==> src/core/brcr_pkg.sv <==
package brcr_pkg;
    // register page offsets
    localparam logic [7:0] BUCK_A_CONFIG_OFS = 8'h24;
    localparam logic [7:0] BUCK_B_VOLTAGE_OFS = 8'h2e;
    localparam logic [7:0] BUCK_B_STANDBY_VOLTAGE_OFS = 8'h2f;
    localparam logic [7:0] BUCK_B_SLEEP_VOLTAGE_OFS = 8'h30;
    localparam logic [7:0] BUCK_B_MODE_SELECT_OFS = 8'h31;
    localparam logic [7:0] BUCK_B_CONFIG_OFS = 8'h32;
    localparam logic [7:0] BUCK_C_VOLTAGE_OFS = 8'h35;
    localparam logic [7:0] BUCK_C_STANDBY_VOLTAGE_OFS = 8'h36;

    // register indices inside the bank
    localparam int NUM_REGS = 8;
    localparam int IDX_A_CFG = 0;
    localparam int IDX_B_VOLT = 1;
    localparam int IDX_B_STBY = 2;
    localparam int IDX_B_SLEEP = 3;
    localparam int IDX_B_MODE = 4;
    localparam int IDX_B_CFG = 5;
    localparam int IDX_C_VOLT = 6;
    localparam int IDX_C_STBY = 7;

    // implemented-bit masks; unimplemented bits reset, read and stay zero
    localparam logic [7:0] CFG_MASK = 8'h7d;
    localparam logic [7:0] B_VOLT_MASK = 8'h1f;
    localparam logic [7:0] MODE_MASK = 8'h2f;
    localparam logic [7:0] C_VOLT_MASK = 8'h3f;
    localparam logic [7:0] RESET_VALUE = 8'h00;

    // field positions
    localparam int CFG_STEP_RATE_BIT = 6;
    localparam int CFG_PHASE_LSB = 4;
    localparam int CFG_FREQ_LSB = 2;
    localparam int CFG_ILIM_BIT = 0;
    localparam int MODE_TURNOFF_BIT = 5;
    localparam int MODE_SWITCH_LSB = 0;
    localparam int VCODE_LSB = 0;
    localparam int RANGE_BIT = 5;

    // step timing
    localparam int CLOCK_NS = 40;
    localparam int STEP_FAST_NS = 2000;
    localparam int STEP_SLOW_NS = 4000;
    localparam logic [6:0] STEP_FAST_CYC = 7'(STEP_FAST_NS / CLOCK_NS);
    localparam logic [6:0] STEP_SLOW_CYC = 7'(STEP_SLOW_NS / CLOCK_NS);

    typedef enum logic [1:0] {
        OP_NORMAL,
        OP_STANDBY,
        OP_SLEEP
    } brcr_op_t;

    typedef logic [7:0] brcr_mask_arr_t [NUM_REGS];
    localparam brcr_mask_arr_t REG_MASKS = '{CFG_MASK, B_VOLT_MASK, B_VOLT_MASK, B_VOLT_MASK,
                                             MODE_MASK, CFG_MASK, C_VOLT_MASK, C_VOLT_MASK};
endpackage

==> src/core/brcr_dvs_ramp.sv <==
`timescale 1ns/1ps
`default_nettype none
module brcr_dvs_ramp (
    // clock and reset
    input wire logic clock,
    input wire logic rst_n,
    // control
    input wire logic [4:0] target,
    input wire logic slow,
    input wire logic snap,
    // ramped code
    output logic [4:0] code_r
);
    logic [6:0] cnt_r;
    logic [6:0] period;
    logic step_en;

    assign period = slow ? brcr_pkg::STEP_SLOW_CYC : brcr_pkg::STEP_FAST_CYC;
    assign step_en = (cnt_r == period - 7'd1);

    // step divider; idles at zero when on target so a new move waits a full period
    always_ff @(posedge clock or negedge rst_n) begin
        if (!rst_n) begin
            cnt_r <= 7'h00;
        end else if (snap || code_r == target || step_en || cnt_r >= period) begin
            cnt_r <= 7'h00;
        end else begin
            cnt_r <= cnt_r + 7'd1;
        end
    end

    // one code (one voltage step) per period toward target
    always_ff @(posedge clock or negedge rst_n) begin
        if (!rst_n) begin
            code_r <= 5'h00;
        end else if (snap) begin
            code_r <= target;
        end else if (step_en && code_r < target) begin
            code_r <= code_r + 5'd1;
        end else if (step_en && code_r > target) begin
            code_r <= code_r - 5'd1;
        end
    end

    AST_STEP_SPACING: assert property (@(posedge clock) disable iff (!rst_n)
        ($changed(code_r) && !$past(snap)) |-> ($past(cnt_r) == $past(period) - 7'd1))
        else $error("voltage step taken before its period elapsed");
    AST_STEP_SIZE: assert property (@(posedge clock) disable iff (!rst_n)
        !$past(snap) |-> (code_r == $past(code_r) || code_r == $past(code_r) + 5'd1
                          || code_r == $past(code_r) - 5'd1))
        else $error("voltage code moved by more than one step");
endmodule
`default_nettype wire

==> src/core/brcr_field_reg.sv <==
`timescale 1ns/1ps
`default_nettype none
module brcr_field_reg #(
    parameter logic [7:0] MASK = 8'hff
) (
    // clock and reset
    input wire logic clock,
    input wire logic rst_n,
    // update sources
    input wire logic load,
    input wire logic [7:0] load_data,
    input wire logic wr,
    input wire logic [7:0] wr_data,
    // stored value
    output logic [7:0] value_r
);
    // software write wins over a coinciding otp load
    always_ff @(posedge clock or negedge rst_n) begin
        if (!rst_n) begin
            value_r <= brcr_pkg::RESET_VALUE;
        end else if (wr) begin
            value_r <= wr_data & MASK;
        end else if (load) begin
            value_r <= load_data & MASK;
        end
    end
endmodule
`default_nettype wire

==> src/core/brcr_regs.sv <==
// Behaviour
// - config bit 6 picks step rate, one step per 2.0 or 4.0 us.
// - config bits 5:4 give the phase clock selection for the buck.
// - config bits 3:2 give the switching frequency selection for the buck.
// - config bit 0 picks current limit, 0 is 2.75 A, 1 is 2.0 A.
// - second buck config register sits at offset 0x32.
// - every register reads and writes at any time, no lock.
// - reset values of fields are loaded from otp contents.
// - second buck normal voltage code in bits 4:0.
// - second buck standby voltage code in bits 4:0.
// - second buck sleep voltage code in bits 4:0.
// - second buck mode bit 5 picks off or sleep after turn-off.
// - second buck mode bits 3:0 hold the switching mode code.
// - third buck normal voltage code in 4:0, range bit in 5.
`timescale 1ns/1ps
`default_nettype none
module brcr_regs (
    // clock and reset
    input wire logic clock,
    input wire logic rst_n,
    // register page port
    input wire logic [7:0] reg_addr,
    input wire logic reg_wr,
    input wire logic [7:0] reg_wdata,
    input wire logic reg_rd,
    output logic [7:0] reg_rdata,
    // otp default contents
    input wire logic otp_valid,
    input wire logic [7:0] otp_buck_a_config,
    input wire logic [7:0] otp_buck_b_voltage,
    input wire logic [7:0] otp_buck_b_standby_voltage,
    input wire logic [7:0] otp_buck_b_sleep_voltage,
    input wire logic [7:0] otp_buck_b_mode_select,
    input wire logic [7:0] otp_buck_b_config,
    input wire logic [7:0] otp_buck_c_voltage,
    input wire logic [7:0] otp_buck_c_standby_voltage,
    // device operating state
    input wire brcr_pkg::brcr_op_t op_state,
    // first buck controls
    output logic buck_a_step_rate,
    output logic [1:0] buck_a_phase_sel,
    output logic [1:0] buck_a_freq_sel,
    output logic buck_a_current_limit,
    // second buck controls
    output logic buck_b_step_rate,
    output logic [1:0] buck_b_phase_sel,
    output logic [1:0] buck_b_freq_sel,
    output logic buck_b_current_limit,
    output logic buck_b_turnoff_state,
    output logic [3:0] buck_b_switch_mode,
    output logic [4:0] buck_b_vcode,
    // third buck controls
    output logic [4:0] buck_c_vcode,
    output logic buck_c_range_high,
    // otp defaults taken
    output logic otp_loaded
);
    logic [7:0] regs [brcr_pkg::NUM_REGS];
    logic [7:0] otp_vals [brcr_pkg::NUM_REGS];
    logic [brcr_pkg::NUM_REGS-1:0] wr_sel;
    logic load_pend_r;
    logic otp_load;
    logic snap_r;
    logic [4:0] b_target;
    logic [7:0] c_sel;
    logic [7:0] rdata_nxt;

    // map a page offset to a bank index, or -1 when unmapped
    function automatic int addr_index(input logic [7:0] a);
        unique case (a)
            brcr_pkg::BUCK_A_CONFIG_OFS: addr_index = brcr_pkg::IDX_A_CFG;
            brcr_pkg::BUCK_B_VOLTAGE_OFS: addr_index = brcr_pkg::IDX_B_VOLT;
            brcr_pkg::BUCK_B_STANDBY_VOLTAGE_OFS: addr_index = brcr_pkg::IDX_B_STBY;
            brcr_pkg::BUCK_B_SLEEP_VOLTAGE_OFS: addr_index = brcr_pkg::IDX_B_SLEEP;
            brcr_pkg::BUCK_B_MODE_SELECT_OFS: addr_index = brcr_pkg::IDX_B_MODE;
            brcr_pkg::BUCK_B_CONFIG_OFS: addr_index = brcr_pkg::IDX_B_CFG;
            brcr_pkg::BUCK_C_VOLTAGE_OFS: addr_index = brcr_pkg::IDX_C_VOLT;
            brcr_pkg::BUCK_C_STANDBY_VOLTAGE_OFS: addr_index = brcr_pkg::IDX_C_STBY;
            default: addr_index = -1;
        endcase
    endfunction

    // otp contents in bank order
    assign otp_vals[brcr_pkg::IDX_A_CFG] = otp_buck_a_config;
    assign otp_vals[brcr_pkg::IDX_B_VOLT] = otp_buck_b_voltage;
    assign otp_vals[brcr_pkg::IDX_B_STBY] = otp_buck_b_standby_voltage;
    assign otp_vals[brcr_pkg::IDX_B_SLEEP] = otp_buck_b_sleep_voltage;
    assign otp_vals[brcr_pkg::IDX_B_MODE] = otp_buck_b_mode_select;
    assign otp_vals[brcr_pkg::IDX_B_CFG] = otp_buck_b_config;
    assign otp_vals[brcr_pkg::IDX_C_VOLT] = otp_buck_c_voltage;
    assign otp_vals[brcr_pkg::IDX_C_STBY] = otp_buck_c_standby_voltage;

    // one-shot otp load after reset release; async reset can only take constants
    always_ff @(posedge clock or negedge rst_n) begin
        if (!rst_n) begin
            load_pend_r <= 1'b1;
        end else if (otp_valid) begin
            load_pend_r <= 1'b0;
        end
    end
    assign otp_load = load_pend_r && otp_valid;

    always_ff @(posedge clock or negedge rst_n) begin
        if (!rst_n) begin
            otp_loaded <= 1'b0;
        end else if (otp_load) begin
            otp_loaded <= 1'b1;
        end
    end

    // snap one cycle after the load: on the load edge the target still comes from the reset values
    always_ff @(posedge clock or negedge rst_n) begin
        if (!rst_n) begin
            snap_r <= 1'b0;
        end else begin
            snap_r <= otp_load;
        end
    end

    // the bank; writes never gated, masks keep unimplemented bits at zero
    genvar gi;
    generate
        for (gi = 0; gi < brcr_pkg::NUM_REGS; gi++) begin : g_bank
            assign wr_sel[gi] = reg_wr && (addr_index(reg_addr) == gi);
            brcr_field_reg #(
                .MASK(brcr_pkg::REG_MASKS[gi])
            ) u_reg (
                .clock(clock),
                .rst_n(rst_n),
                .load(otp_load),
                .load_data(otp_vals[gi]),
                .wr(wr_sel[gi]),
                .wr_data(reg_wdata),
                .value_r(regs[gi])
            );
        end
    endgenerate

    // read data registered; unmapped offsets read zero
    always_comb begin
        rdata_nxt = reg_rdata;
        if (reg_rd) begin
            rdata_nxt = 8'h00;
            for (int i = 0; i < brcr_pkg::NUM_REGS; i++) begin
                if (addr_index(reg_addr) == i) begin
                    rdata_nxt = regs[i];
                end
            end
        end
    end

    always_ff @(posedge clock or negedge rst_n) begin
        if (!rst_n) begin
            reg_rdata <= 8'h00;
        end else begin
            reg_rdata <= rdata_nxt;
        end
    end

    // config fields out to the analog side, one flop behind the bank
    always_ff @(posedge clock or negedge rst_n) begin
        if (!rst_n) begin
            buck_a_step_rate <= 1'b0;
            buck_a_phase_sel <= 2'h0;
            buck_a_freq_sel <= 2'h0;
            buck_a_current_limit <= 1'b0;
            buck_b_step_rate <= 1'b0;
            buck_b_phase_sel <= 2'h0;
            buck_b_freq_sel <= 2'h0;
            buck_b_current_limit <= 1'b0;
        end else begin
            buck_a_step_rate <= regs[brcr_pkg::IDX_A_CFG][brcr_pkg::CFG_STEP_RATE_BIT];
            buck_a_phase_sel <= regs[brcr_pkg::IDX_A_CFG][brcr_pkg::CFG_PHASE_LSB +: 2];
            buck_a_freq_sel <= regs[brcr_pkg::IDX_A_CFG][brcr_pkg::CFG_FREQ_LSB +: 2];
            buck_a_current_limit <= regs[brcr_pkg::IDX_A_CFG][brcr_pkg::CFG_ILIM_BIT];
            buck_b_step_rate <= regs[brcr_pkg::IDX_B_CFG][brcr_pkg::CFG_STEP_RATE_BIT];
            buck_b_phase_sel <= regs[brcr_pkg::IDX_B_CFG][brcr_pkg::CFG_PHASE_LSB +: 2];
            buck_b_freq_sel <= regs[brcr_pkg::IDX_B_CFG][brcr_pkg::CFG_FREQ_LSB +: 2];
            buck_b_current_limit <= regs[brcr_pkg::IDX_B_CFG][brcr_pkg::CFG_ILIM_BIT];
        end
    end

    // mode fields of the second buck
    always_ff @(posedge clock or negedge rst_n) begin
        if (!rst_n) begin
            buck_b_turnoff_state <= 1'b0;
            buck_b_switch_mode <= 4'h0;
        end else begin
            buck_b_turnoff_state <= regs[brcr_pkg::IDX_B_MODE][brcr_pkg::MODE_TURNOFF_BIT];
            buck_b_switch_mode <= regs[brcr_pkg::IDX_B_MODE][brcr_pkg::MODE_SWITCH_LSB +: 4];
        end
    end

    // pick the code for the present operating state; an illegal state falls back to normal
    always_comb begin
        unique case (op_state)
            brcr_pkg::OP_STANDBY: begin
                b_target = regs[brcr_pkg::IDX_B_STBY][4:0];
                c_sel = regs[brcr_pkg::IDX_C_STBY];
            end
            brcr_pkg::OP_SLEEP: begin
                b_target = regs[brcr_pkg::IDX_B_SLEEP][4:0];
                c_sel = regs[brcr_pkg::IDX_C_STBY];
            end
            default: begin
                b_target = regs[brcr_pkg::IDX_B_VOLT][4:0];
                c_sel = regs[brcr_pkg::IDX_C_VOLT];
            end
        endcase
    end

    // second buck moves to a new code at its programmed step rate
    brcr_dvs_ramp u_b_ramp (
        .clock(clock),
        .rst_n(rst_n),
        .target(b_target),
        .slow(regs[brcr_pkg::IDX_B_CFG][brcr_pkg::CFG_STEP_RATE_BIT]),
        .snap(snap_r),
        .code_r(buck_b_vcode)
    );

    // third buck has no step rate here, so its code follows directly
    always_ff @(posedge clock or negedge rst_n) begin
        if (!rst_n) begin
            buck_c_vcode <= 5'h00;
            buck_c_range_high <= 1'b0;
        end else begin
            buck_c_vcode <= c_sel[brcr_pkg::VCODE_LSB +: 5];
            buck_c_range_high <= c_sel[brcr_pkg::RANGE_BIT];
        end
    end

    AST_CFG_B_READ: assert property (@(posedge clock) disable iff (!rst_n)
        (reg_rd && !reg_wr && reg_addr == brcr_pkg::BUCK_B_CONFIG_OFS)
        |=> reg_rdata == $past(regs[brcr_pkg::IDX_B_CFG]))
        else $error("second buck config not read back at its offset");
    AST_WRITE_ANYTIME: assert property (@(posedge clock) disable iff (!rst_n)
        (reg_wr && addr_index(reg_addr) >= 0)
        |=> regs[addr_index($past(reg_addr))] == ($past(reg_wdata) & brcr_pkg::REG_MASKS[addr_index($past(reg_addr))]))
        else $error("register write not taken");
    AST_RSVD_ZERO: assert property (@(posedge clock) disable iff (!rst_n)
        (regs[brcr_pkg::IDX_A_CFG][7] == 1'b0 && regs[brcr_pkg::IDX_A_CFG][1] == 1'b0
         && regs[brcr_pkg::IDX_B_CFG][7] == 1'b0 && regs[brcr_pkg::IDX_B_CFG][1] == 1'b0))
        else $error("unimplemented config bit set");
    AST_OTP_LOAD: assert property (@(posedge clock) disable iff (!rst_n)
        (otp_load && !reg_wr) |=> regs[brcr_pkg::IDX_B_CFG] == ($past(otp_buck_b_config) & brcr_pkg::CFG_MASK)
                                  && otp_loaded)
        else $error("otp defaults not loaded");
    AST_ILIM_FOLLOW: assert property (@(posedge clock) disable iff (!rst_n)
        ##1 buck_b_current_limit == $past(regs[brcr_pkg::IDX_B_CFG][0])
        && buck_a_phase_sel == $past(regs[brcr_pkg::IDX_A_CFG][5:4]))
        else $error("config field not forwarded");
    AST_FREQ_FOLLOW: assert property (@(posedge clock) disable iff (!rst_n)
        $changed(regs[brcr_pkg::IDX_B_CFG][3:2]) |=> buck_b_freq_sel == $past(regs[brcr_pkg::IDX_B_CFG][3:2]))
        else $error("frequency select not forwarded");
    AST_MODE_FOLLOW: assert property (@(posedge clock) disable iff (!rst_n)
        (reg_wr && reg_addr == brcr_pkg::BUCK_B_MODE_SELECT_OFS)
        |=> ##1 buck_b_turnoff_state == $past(reg_wdata[5], 2) && buck_b_switch_mode == $past(reg_wdata[3:0], 2))
        else $error("mode fields not forwarded");
    AST_B_SLEEP_TARGET: assert property (@(posedge clock) disable iff (!rst_n)
        (op_state == brcr_pkg::OP_SLEEP) |-> b_target == regs[brcr_pkg::IDX_B_SLEEP][4:0])
        else $error("sleep code not selected");
    AST_B_STBY_TARGET: assert property (@(posedge clock) disable iff (!rst_n)
        (op_state == brcr_pkg::OP_STANDBY) |-> b_target == regs[brcr_pkg::IDX_B_STBY][4:0])
        else $error("standby code not selected");
    AST_B_NORM_TARGET: assert property (@(posedge clock) disable iff (!rst_n)
        (op_state == brcr_pkg::OP_NORMAL) |-> b_target == regs[brcr_pkg::IDX_B_VOLT][4:0])
        else $error("normal code not selected");
    AST_C_FORWARD: assert property (@(posedge clock) disable iff (!rst_n)
        (op_state == brcr_pkg::OP_STANDBY) |=> {buck_c_range_high, buck_c_vcode} == $past(regs[brcr_pkg::IDX_C_STBY][5:0]))
        else $error("third buck standby code not forwarded");
    AST_C_NORMAL: assert property (@(posedge clock) disable iff (!rst_n)
        (op_state == brcr_pkg::OP_NORMAL) |=> {buck_c_range_high, buck_c_vcode} == $past(regs[brcr_pkg::IDX_C_VOLT][5:0]))
        else $error("third buck normal code not forwarded");
    AST_B_SNAP: assert property (@(posedge clock) disable iff (!rst_n)
        snap_r |=> buck_b_vcode == $past(b_target))
        else $error("second buck code not snapped to its otp target");
    AST_C_SLEEP: assert property (@(posedge clock) disable iff (!rst_n)
        (op_state == brcr_pkg::OP_SLEEP) |=> {buck_c_range_high, buck_c_vcode} == $past(regs[brcr_pkg::IDX_C_STBY][5:0]))
        else $error("third buck sleep code not forwarded");
endmodule
`default_nettype wire

==> config.mk <==
export PLATFORM = sky130hd
export DESIGN_NAME = brcr_regs
export DESIGN_NICKNAME = d
export VERILOG_FILES = /design/src/core/brcr_pkg.sv /design/src/core/brcr_dvs_ramp.sv /design/src/core/brcr_field_reg.sv /design/src/core/brcr_regs.sv
export SDC_FILE = /design/constraint.sdc
export NUM_CORES = 1
export LEC_CHECK = 0
export BUFFER_PORTS_ARGS = -buffer_cell sky130_fd_sc_hd__clkbuf_2
export CORE_MARGIN = 2
export CORE_UTILIZATION = 58
export DETAILED_ROUTE_END_ITERATION = 6
export MAX_ROUTING_LAYER = met4
export PLACE_DENSITY = 0.95
export SYNTH_ARGS = -nofsm -noshare
export SYNTH_HDL_FRONTEND = slang
export SYNTH_SLANG_ARGS = --single-unit
==> constraint.sdc <==
create_clock -name clock -period 5.55 [get_ports clock]
set_input_delay 0.555 -clock clock [delete_from_list [all_inputs] [get_ports clock]]
set_output_delay 0.555 -clock clock [all_outputs]
set_load 0.01 [all_outputs]
==> flow_summary.ini <==
[worst_setup_path]
cp_num_buf_inv = 4
path_max_fanout = 13
critical-path-max-stage-delay_ps = 610
end_kind = flop
crit_end = u_b_ramp.code_r[4]$_DFFE_PN0P_
critPathKind = primary input to flop
cp_cell_sequence = clkbuf_2 -> inv_1 -> ha_1 -> inv_1 -> o21ai_0 -> ha_1 -> nand4_1 -> o21bai_1 -> nor2_1 -> o21ai_0 -> inv_1 -> fa_1 -> nor2b_1 -> o21a_1 -> nor3_1 -> a211oi_1 -> or3b_1
reg2reg_to = u_b_ramp.code_r[4]$_DFFE_PN0P_
reg2reg_depth = 14
r2r-start = g_bank[2].u_reg.value_r[3]$_DFFE_PN0P_
startpoint = op_state[0]
cp-start-kind = primary input
worstPathArrival_ps = 4330
critPathSlowestCell = ha_1
required_ps = 5790
rrSetupSlack_ps = 1980
worst_path_most_repeated_cell = inv_1
path_delay_family = adder cells
cp_num_cells = 17

[yosys]
synth_most_common_cell = dfrtp_1
syn_area_per_cell_um2 = 10.3
synth.top_cell.area_share_pct = 45.7
netlist_area_um2 = 4820
ys_ff_latch = 89
synth_cell_types = 61
yosysWarnings = 0
synth_top_area_cell = dfrtp_1
synthTopCellsByCount = dfrtp_1 (88), mux2i_1 (56), o21ai_0 (36), nor2_1 (35), nand2_1 (33)
syn-instance-count = 466
yosysSeqAreaShare_pct = 46.2
ys_top_cells_by_area = dfrtp_1 (46%), mux2i_1 (12%), ha_1 (4.2%)
synth_nets = 570
postSynth.asyncResetShare_pct = 100
synthFlopType = dfrtp_1
synth_edf_count = 0

[detailed_routing]
ant_nets = 0
drc = 0
wl_per_cell_um = 17.9
first_pass_iters = 4
drt-initial-drc-count = 324
wl_um = 11900
num_vias = 3993
vias_per_cell = 6.02

[global_route]
antenna_found_initial = 0
grt_max_degree = 89
track_usage_pct = 28.8
grt-busiest-layer = met2
grt_pass1_wl_um = 19400
grtUsageMet2_pct = 46.0
grt-ovfl-total = 0
gr-usage-met1_pct = 36.8
met3_usage_pct = 4.43
grt_pass1_vias = 3868

[finish]
area_growth_pct = 13.9
multi_input_area_um2 = 2370
diodes = 0
finalNetCount = 657
regArea_um2 = 2230
final_layout_size_suffix_gt1_share_pct = 25.4
fillCellCount = 619

[timing]
min_period_ps = 4100
clock.fmax_ghz = 0.244
worst_pin_slew_ps = 1100
hold-worst-slack_ps = 332
setup_viol = 0
rsz0062_at_grt = false
skew_ps = 8.60
min_period_over_period_pct = 73.8
slew_violations = 0
slew_headroom_pct = 27.0
hold_violations = 0
fin_setup_tns_ps = 0

[floorplan]
start_util_pct = 59.2
coreArea_um2 = 8130
fp.dieW_um = 95.1
die_y_um = 95.1
rows = 33
dieArea_um2 = 9050
io_pins = 124

[clock_tree]
path_clk_slew_ps = 90
clock_path_buffers = 2
cts_setup_buffers = 0
clock-sinks = 89
clk_latency_ps = 360
clockRootBuffer = clkbuf_8
cts_tree = yes
cts_max_level = 3
cts_buffers = 9

[power]
p_comb_share_pct = 25.8
power_density_nw_per_um2 = 294
p_leak_nw = 2.91
p_int_mw = 1.07
worst_ir_drop_vdd_v = 0.000190
p_clk_share_pct = 24.8
power_frac_seq_pct = 49.4
switching_share_pct = 33.4
p_sw_uw = 539

[status]
outcome = completed

[hold_path]
hold_class = primary input to flop
holdCritStartpoint = otp_valid

[placement]
dp_hpwl_um = 8630
place.gp.congestion = 0.912
portBuffers = 101

[run]
maxCapViolCount = 0
-- power by group through the flow --
stage / logic, mW / registers [mW] / clock network (mW)
finish: 0.416 / 0.798 / 0.400
global route: 0.472 / 0.809 / 0.427
CTS: 0.418 / 0.797 / 0.405
detailed placement: 0.414 / 0.810 / 0
global placement: 0.391 / 0.804 / 0
floorplan: 0.273 / 0.802 / 0
-- state kept, by name, indices dropped and copies added (netlist names), 2 cells and up --
| register | cells |
|---|---|
| buck_b_phase_sel | 2 |
| u_b_ramp.code_r | 5 |
| buck_a_freq_sel | 2 |
| buck_a_phase_sel | 2 |
| buck_c_vcode | 5 |
| g_bank.u_reg.value_r | 44 |
| buck_b_switch_mode | 4 |
| reg_rdata | 7 |
| buck_b_freq_sel | 2 |
| u_b_ramp.cnt_r | 7 |
-- worst min path at each step --
stage	depth (start not counted)	slack (ps)	to
after floorplan	0	260	buck_a_current_limit$_DFF_PN0_
after global placement	1	340	buck_c_vcode[4]$_DFF_PN0_
after detailed placement	1	340	buck_c_vcode[4]$_DFF_PN0_
after CTS	2	320	load_pend_r$_DFFE_PN1P_
after global routing	2	340	load_pend_r$_DFFE_PN1P_
final	2	330	load_pend_r$_DFFE_PN1P_
-- layout make-up --
class                   instances  area share [%]
well taps                     105            2.39
flip-flops and latches         89            40.6
multi-input cells             333            43.1
inverters                      16            1.09
clock inverters                 6           0.775
repair buffers                104            9.71
clock buffers                  10            2.32
-- timing repair --
item,4_1_cts,5_1_grt
endpoints found under the setup margin,0,0
hold buffers,1,0
endpoints found under the hold margin,1,0
resized for setup,0,0
-- cell usage in the layout (no fill, tap or decap), types with 4 or more instances in the layout --
cell type and instances:
a21oi_1 32, a221o_1 4, a22oi_1 5, clkbuf_2 100, clkbuf_8 9, dfrtp_1 88
ha_1 16, inv_1 16, mux2_2 7, mux2i_1 56, nand2_1 33, nand2b_1 9
nand3_1 6, nand4_1 4, nor2_1 35, nor2b_1 8, nor3_1 10, o21ai_0 36
o21ai_1 6, xnor2_1 5
-- per-layer routing --
layer  routed length (µm)  share of wire [%]  vias up
li1                     -                  -     1844
met1                 4850                 41     1948
met2                 5780                 49      166
met3                  833                7.0       35
met4                  391                3.3        0
met5                    0                  0        -
-- stage by stage --
step / setup WS [ps] / std cells / total power, mW / area (µm²) / util [%]
after floorplan: 1710 / 466 / 1.07 / 4820 / -
after global placement: 1380 / 646 / 1.20 / 5310 / 65.3
after detailed placement: 1130 / 646 / 1.22 / 5310 / 65.3
after CTS: 1520 / 663 / 1.62 / 5490 / 67.5
after global routing: 1180 / 663 / 1.71 / 5490 / 67.5
final: 1450 / 663 / 1.61 / 5490 / 67.5
-- logic make-up (layout without fill, tap and decap cells) --
family | after synthesis | count (layout) | share of synthesized area [%]
DFF | 89 | 89 | 46.2
other | 1 | 1 | 0.0778
buffers and inverters | 44 | 136 | 4.62
AOI/OAI and AO/OA | 116 | 116 | 14.8
adders and majority gates | 17 | 17 | 4.57
muxes | 63 | 63 | 13.3
xor gates and xnor gates | 8 | 8 | 1.45
and+or+nand+nor | 128 | 128 | 15.0
Power figures use the tool's default switching activity.
